===== src/rtl/flash_cmd_regs.vh =====
// constants for the serial flash setting command decoder
`ifndef FLASH_CMD_REGS_VH
`define FLASH_CMD_REGS_VH
// opcodes
`define OP_SET_WEL 8'h06
`define OP_CLR_WEL 8'h04
`define OP_STATUS_RD 8'h05
`define OP_STATUS_WR 8'h01
`define OP_PROT_SEL 8'h68
`define OP_QUAD_ENTER 8'h35
`define OP_QUAD_LEAVE 8'hF5
`define OP_WIDE_ENTER 8'hB7
`define OP_WIDE_LEAVE 8'hE9
`define OP_SUSPEND 8'hB0
`define OP_RESUME 8'h30
`define OP_SLEEP 8'hB9
`define OP_WAKE 8'hAB
`define OP_BURST 8'hC0
`define OP_BOOT_RD 8'h16
`define OP_BOOT_WR 8'h17
`define OP_BOOT_ERASE 8'h18
// byte counts of the data phases
`define BOOT_WR_BYTES 3'h4
// apb register byte offsets
`define REG_STATE 12'h000
`define REG_BURST 12'h004
`define REG_BOOT 12'h008
`define REG_CTRL 12'h00C
// state register fields
`define ST_WEL 0
`define ST_QUAD 1
`define ST_WIDE 2
`define ST_SUSP 3
`define ST_SLEEP 4
`define ST_PROT 5
`define ST_SR_LSB 8
`define ST_CR_LSB 16
// ctrl register fields
`define CTRL_BUSY 0
// reset values
`define BOOT_RESET 32'hFFFFFFFF
`define BURST_RESET 8'h00
`endif


===== src/rtl/serial_flash_setting_cmd_decoder.v =====
// serial flash setting command decoder with apb status/control access
`timescale 1ns/1ps
`include "flash_cmd_regs.vh"
module serial_flash_setting_cmd_decoder (
  // apb clock and reset
  input wire pclk,
  input wire presetn,
  // apb slave
  input wire psel,
  input wire penable,
  input wire pwrite,
  input wire [11:0] paddr,
  input wire [31:0] pwdata,
  output reg [31:0] prdata,
  output reg pready,
  output reg pslverr,
  // serial bus pins
  input wire sclk,
  input wire cs_n,
  input wire [3:0] io_in,
  output reg [3:0] io_out,
  output reg [3:0] io_oe_n
);

  // legal in this bus mode (quad=1 four-line)
  function cmd_mode_ok;
    input [7:0] op;
    input quad;
    begin
      case (op)
        `OP_QUAD_ENTER, `OP_BOOT_RD, `OP_BOOT_WR, `OP_BOOT_ERASE: cmd_mode_ok = ~quad;
        `OP_QUAD_LEAVE: cmd_mode_ok = quad;
        default: cmd_mode_ok = 1'b1;
      endcase
    end
  endfunction

  // pin synchronisers: stage1 is read only by stage2
  reg [5:0] pin1_q;
  reg [5:0] pin2_q;
  reg sclk3_q;
  reg cs3_q;
  always @(posedge pclk or negedge presetn) begin
    if (!presetn) begin
      pin1_q <= 6'h20;
      pin2_q <= 6'h20;
      sclk3_q <= 1'b0;
      cs3_q <= 1'b1;
    end else begin
      pin1_q <= {cs_n, sclk, io_in};
      pin2_q <= pin1_q;
      sclk3_q <= pin2_q[4];
      cs3_q <= pin2_q[5];
    end
  end
  wire [3:0] io_s = pin2_q[3:0];
  wire cs_s = pin2_q[5];
  wire rise = ~cs_s & pin2_q[4] & ~sclk3_q;
  wire fall = ~cs_s & ~pin2_q[4] & sclk3_q;
  wire frame_end = cs_s & ~cs3_q;

  // device state
  reg wel_q, quad_q, wide_q, susp_q, sleep_q, prot_q, busy_q;
  reg [7:0] sr_q, cr_q, burst_q;
  reg [31:0] boot_q;
  // frame state
  reg [7:0] shift_q, op_q, sr_new_q, cr_new_q;
  reg [2:0] bit_q, bytes_q;
  reg [31:0] boot_new_q, tx_q;
  reg rd_q;

  // shift path: one bit per edge single-line, four bits four-line
  wire [3:0] step = quad_q ? 4'h4 : 4'h1;
  wire [3:0] bit_sum = {1'b0, bit_q} + step;
  wire [7:0] shifted = quad_q ? {shift_q[3:0], io_s} : {shift_q[6:0], io_s[0]};
  wire byte_done = rise & bit_sum[3];
  wire whole = (bit_q == 3'h0);
  wire op_ok = cmd_mode_ok(op_q, quad_q) & (~sleep_q | (op_q == `OP_WAKE));
  wire plain = whole & (bytes_q == 3'h1);
  wire [7:0] status_byte = sr_q | {6'h00, wel_q, busy_q};

  // frame capture, read-out and command execution at chip select release
  always @(posedge pclk or negedge presetn) begin
    if (!presetn) begin
      wel_q <= 1'b0;
      quad_q <= 1'b0;
      wide_q <= 1'b0;
      susp_q <= 1'b0;
      sleep_q <= 1'b0;
      prot_q <= 1'b0;
      sr_q <= 8'h00;
      cr_q <= 8'h00;
      burst_q <= `BURST_RESET;
      boot_q <= `BOOT_RESET;
      shift_q <= 8'h00;
      op_q <= 8'h00;
      sr_new_q <= 8'h00;
      cr_new_q <= 8'h00;
      bit_q <= 3'h0;
      bytes_q <= 3'h0;
      boot_new_q <= 32'h00000000;
      tx_q <= 32'h00000000;
      rd_q <= 1'b0;
      io_out <= 4'h0;
      io_oe_n <= 4'hF;
    end else if (frame_end) begin
      bit_q <= 3'h0;
      bytes_q <= 3'h0;
      rd_q <= 1'b0;
      io_oe_n <= 4'hF;
      if (op_ok) begin
        case (op_q)
          `OP_SET_WEL: if (plain) wel_q <= 1'b1;
          `OP_CLR_WEL: if (plain) wel_q <= 1'b0;
          `OP_PROT_SEL: if (plain) prot_q <= 1'b1;
          `OP_QUAD_ENTER: if (plain) quad_q <= 1'b1;
          `OP_QUAD_LEAVE: if (plain) quad_q <= 1'b0;
          `OP_WIDE_ENTER: if (plain) wide_q <= 1'b1;
          `OP_WIDE_LEAVE: if (plain) wide_q <= 1'b0;
          `OP_SUSPEND: if (plain & busy_q) susp_q <= 1'b1;
          `OP_RESUME: if (plain) susp_q <= 1'b0;
          `OP_SLEEP: if (plain) sleep_q <= 1'b1;
          `OP_WAKE: sleep_q <= 1'b0;
          `OP_BURST: if (whole & (bytes_q == 3'h2)) burst_q <= shift_q;
          `OP_STATUS_WR: begin
            if (whole & wel_q & (bytes_q == 3'h2 | bytes_q == 3'h3)) begin
              sr_q <= sr_new_q;
              wel_q <= 1'b0;
              if (bytes_q == 3'h3) cr_q <= cr_new_q;
            end
          end
          `OP_BOOT_WR: begin
            if (whole & wel_q & (bytes_q == `BOOT_WR_BYTES + 3'h1)) begin
              boot_q <= boot_new_q;
              wel_q <= 1'b0;
            end
          end
          `OP_BOOT_ERASE: begin
            if (plain & wel_q) begin
              boot_q <= `BOOT_RESET;
              wel_q <= 1'b0;
            end
          end
          default: ;
        endcase
      end
    end else if (rise) begin
      shift_q <= shifted;
      bit_q <= bit_sum[2:0];
      if (byte_done) begin
        // count saturates so overlong frames stay rejected
        if (bytes_q != 3'h7) bytes_q <= bytes_q + 3'h1;
        if (bytes_q == 3'h0) begin
          op_q <= shifted;
          // boot read in single-line only; status read either mode
          if (~sleep_q & ((shifted == `OP_BOOT_RD & ~quad_q) | shifted == `OP_STATUS_RD)) begin
            rd_q <= 1'b1;
            // status read repeats the status byte captured with the opcode
            tx_q <= (shifted == `OP_BOOT_RD) ? boot_q : {4{status_byte}};
          end
        end else begin
          if (bytes_q == 3'h1) sr_new_q <= shifted;
          if (bytes_q == 3'h2) cr_new_q <= shifted;
          boot_new_q <= {boot_new_q[23:0], shifted};
        end
      end
    end else if (fall & rd_q) begin
      // read data rotates so a longer read repeats the word
      if (quad_q) begin
        io_out <= tx_q[31:28];
        io_oe_n <= 4'h0;
        tx_q <= {tx_q[27:0], tx_q[31:28]};
      end else begin
        io_out <= {2'h0, tx_q[31], 1'b0};
        io_oe_n <= 4'hD;
        tx_q <= {tx_q[30:0], tx_q[31]};
      end
    end
  end

  // apb slave: one wait-free access, answer prepared in setup
  wire setup = psel & ~penable;
  wire hit = (paddr == `REG_STATE) | (paddr == `REG_BURST) | (paddr == `REG_BOOT) | (paddr == `REG_CTRL);
  reg [31:0] rd_mux;
  always @* begin
    case (paddr)
      `REG_STATE: rd_mux = {8'h00, cr_q, status_byte, 2'h0, prot_q, sleep_q, susp_q, wide_q,
        quad_q, wel_q};
      `REG_BURST: rd_mux = {24'h000000, burst_q};
      `REG_BOOT: rd_mux = boot_q;
      `REG_CTRL: rd_mux = {31'h00000000, busy_q};
      default: rd_mux = 32'h00000000;
    endcase
  end

  // busy flag written by software gates suspend
  always @(posedge pclk or negedge presetn) begin
    if (!presetn) begin
      pready <= 1'b0;
      pslverr <= 1'b0;
      prdata <= 32'h00000000;
      busy_q <= 1'b0;
    end else begin
      pready <= setup;
      pslverr <= setup & ~hit;
      prdata <= (setup & ~pwrite) ? rd_mux : 32'h00000000;
      if (psel & penable & pready & pwrite & (paddr == `REG_CTRL)) busy_q <= pwdata[`CTRL_BUSY];
    end
  end

endmodule // serial_flash_setting_cmd_decoder


===== config.mk =====
export PLATFORM = sky130hd
export DESIGN_NAME = serial_flash_setting_cmd_decoder
export DESIGN_NICKNAME = d
export VERILOG_FILES = /design/src/rtl/serial_flash_setting_cmd_decoder.v
export VERILOG_INCLUDE_DIRS = /design/src /design/src/rtl
export SDC_FILE = /design/constraint.sdc
export NUM_CORES = 1
export LEC_CHECK = 0
export BUFFER_PORTS_ARGS = -buffer_cell sky130_fd_sc_hd__buf_2
export CAP_MARGIN = 20
export CORE_ASPECT_RATIO = 0.9
export CORE_MARGIN = 3
export CORE_UTILIZATION = 56
export CTS_CLUSTER_DIAMETER = 60
export DETAILED_ROUTE_END_ITERATION = 6
export PLACE_DENSITY_LB_ADDON = 0.2
export SETUP_SLACK_MARGIN = 0.2
export SYNTH_ARGS = -nofsm -noshare
export SYNTH_HDL_FRONTEND = slang
export SYNTH_SLANG_ARGS = --single-unit
export TNS_END_PERCENT = 10

===== constraint.sdc =====
create_clock -name pclk -period 3.14 [get_ports pclk]
set_input_delay 0.314 -clock pclk [delete_from_list [all_inputs] [get_ports pclk]]
set_output_delay 0.314 -clock pclk [all_outputs]
set_load 0.01 [all_outputs]

==> flow_metrics.py <==
metrics = {
    "status": {
        "status": "finished clean",
    },
    "floorplanning": {
        "fp.dieH_um": 131,
        "die_width_um": 145,
        "io_pins": 97,
        "num_rows": 45,
        "dieArea_sq_um": 19100,
        "start_util": 0.576,
        "core_sq_um": 17000,
    },
    "place": {
        "dp_hpwl_mm": 16.3,
        "pre_cts_slack_ns": 0.440,
        "place.gp.congestion": 0.958,
        "port_buffers": 65,
    },
    "cts": {
        "root_buffer": "clkbuf_16",
        "clock_sinks": 220,
        "cts_max_level": 1,
        "numCtsBuffers": 23,
        "cts_max_path_buffers": 3,
        "worstSkewPairLatency_ns": 0.50,
        "cts_tree": "yes",
        "clk_pin_slew_worst_paths_ns": 0.06,
    },
    "detailed_routing": {
        "dr.first_iter.drc_count": 739,
        "avgRoutedWirePerCell_um": 20.3,
        "firstDrtPassIters": 5,
        "routed_via_density": 5.98,
        "final_antenna_net_count": 0,
        "drc": 0,
        "routed_wl_mm": 23.8,
        "via_count": 7006,
    },
    "finish": {
        "drive_gt1_frac": 0.275,
        "nFillCells": 1298,
        "mostFrequentLayoutCells": "dfrtp_1 (182), nand2_1 (96), mux2_2 (84)",
        "area_delta_synth_final_pct": 14.1,
        "final_nets": 985,
        "antenna_cells": 0,
        "layout_commonest_cell": "dfrtp_1",
    },
    "synthesis": {
        "ys_types": 62,
        "muxShareOfSynthArea": 0.147,
        "synth_compound_area_frac": 0.105,
        "ys_warn_count": 0,
        "synthAdderAreaFrac": 0.0115,
        "synth_ff_type": "dfrtp_1",
        "synth_top_family_by_area": "multiplexers",
        "synthArstFlopShare": 1.00,
        "syn_nets": 923,
        "ys_seq_area_frac": 0.567,
        "synth_top_area_frac": 0.468,
        "synth-simple-area-share": 0.140,
        "synth_cells": 859,
        "synth.avg_cell_area_sq_um": 11.4,
        "synth_xor_area_frac": 0.000895,
        "synth-edff-count": 0,
        "synth_seq_cells": 220,
        "syn_area_sq_um": 9790,
        "synthTopCellsByArea": "dfrtp_1 (47%), dfstp_2 (9.9%), mux2_2 (9.7%)",
        "synth_top_cell_by_area": "dfrtp_1",
    },
    "global_routing": {
        "grt_overflow": 0,
        "grt.total_usage": 0.252,
        "grt_max_degree": 97,
        "grt_first_pass_wirelength_mm": 38.7,
        "grt_pass1_vias": 6794,
        "antenna_found_initial": 0,
    },
    "power_and_ir_drop": {
        "p_leak_uw": 0.00533,
        "ir_drop_uv": 335,
        "power_density_nw_per_um2": 520,
    },
    "worst_setup_path": {
        "start_kind": "flop",
        "required_ns": 3.46,
        "cpMostUsedCell": "o21ai_0",
        "end_kind": "flop",
        "arrival_ns": 3.09,
        "path_class": "flop to flop",
        "path_max_fanout": 64,
        "slowest_stage": "o31a_2",
        "crit_path_cell_trace": "ha_1 -> a31oi_1 -> nor3_2 -> o21ai_0 -> o31a_2 -> o21ai_0",
        "cpPeakStageDelay_ns": 0.89,
    },
    "sta": {
        "period_share": 0.881,
        "fmax_ghz": 0.361,
        "slew_viol_final": 0,
        "finalClockSkew_ns": 0.0161,
        "worstMarginPinSlew_ns": 1.06,
        "setup_slack_ns": 0.373,
        "rsz0062_at_grt": "false",
        "hold_slack_ns": 0.0537,
        "hold_viol_final": 0,
        "min_period_ns": 2.77,
        "max_slew_margin": 0.291,
        "tns_ns": 0,
        "setup_viol": 0,
    },
    "flow_run": {
        "cap_viol_max_count": 0,
    },
    "hold_path": {
        "hold_path_class": "input port to flop",
    },
}
-- registers in the layout (all words and copies together), names as in the netlist, 32 cells and up --
name and count:
prdata 32, tx_q 32, boot_new_q 32, boot_q 32
-- power breakdown --
part,internal (uW),switching [uW]
Sequential,2880,49.4
Combinational,77.8,185
Clock,1580,1040
-- critical path: cells and delay by family (launching register included) --
family	cells	cell delay (ns)
AOI/OAI and AO/OA	4	1.62
adders and majority gates	1	0.35
DFF	1	0.48
and+or+nand+nor	1	0.10
-- cells by family (layout without fill, tap and decap cells) --
group	after synthesis	count (layout)
AO/OA/AOI/OAI	160	160
XOR/XNOR	1	1
adder cells (fa/ha/maj)	9	9
buffers and inverters	67	145
flip-flops	220	220
multiplexers	129	129
AND/OR/NAND/NOR	273	273
-- layout make-up --
class                           count  area, sq um  area share
Sequential cell                   220         5550       0.497
Multi-Input combinational cell    572         3960       0.355
Clock buffer                       38          692      0.0619
Timing Repair Buffer               93          588      0.0526
Tap cell                          235          294      0.0263
Inverter                           11         41.3     0.00370
Clock inverter                      3         40.0     0.00358
-- per-layer routing --
layer	track usage	vias up	wire length [um]
met5	0	-	0
met4	0.0432	0	309
met3	0.0593	26	1930
met2	0.363	307	10400
met1	0.396	3501	11100
li1	-	3172	-
-- timing repair --
action,4_1_cts,5_1_grt
resized for setup,0,0
setup buffers,0,0
hold buffers,7,0
endpoints found under the hold margin,74,0
-- synth_stat cells (3+ instances only) --
cell / instances
o211ai_1: 4
a21oi_1: 39
nor4_1: 4
nand2b_1: 38
buf_2: 5
o221ai_1: 31
mux2_2: 84
nand4_1: 4
nand2_1: 96
nor4b_1: 4
and3_1: 11
dfstp_2: 37
and2_1: 3
nor2_1: 65
nor2b_1: 4
ha_1: 9
dfrtp_1: 183
nand3_1: 16
or4_1: 3
a22oi_1: 16
inv_1: 11
o21ai_0: 52
or3_1: 5
mux2_4: 8
clkbuf_1: 41
buf_1: 5
mux2i_1: 36
a31oi_1: 3
-- final timing paths --
check,from,endpoint,slack [ns],cells past startpoint
min in group asynchronous,presetn,sclk3_q$_DFF_PN0_,0.42,2
worst min register to register,pin1_q[0]$_DFF_PN0_,pin2_q[0]$_DFF_PN0_,0.35,0
worst max register to register,quad_q$_DFFE_PN0P_,tx_q[13]$_DFFE_PN0P_,0.37,6
worst max-delay path,quad_q$_DFFE_PN0P_,tx_q[13]$_DFFE_PN0P_,0.37,6
max in group asynchronous,presetn,boot_q[21]$_DFFE_PN1P_,1.78,3
worst min-delay path,pwdata[0],busy_q$_DFFE_PN0P_,0.05,2
-- metrics by stage --
step / util / cell area, sq um / std cells / total power [uW]
finish: 0.657 / 11200 / 1172 / 5810
global route: 0.657 / 11200 / 1172 / 6020
CTS: 0.657 / 11200 / 1172 / 5850
detailed placement: 0.610 / 10400 / 1124 / 3230
global placement: 0.610 / 10400 / 1124 / 3220
floorplan: - / 9790 / 859 / 3070
Power figures use the tool's default switching activity.
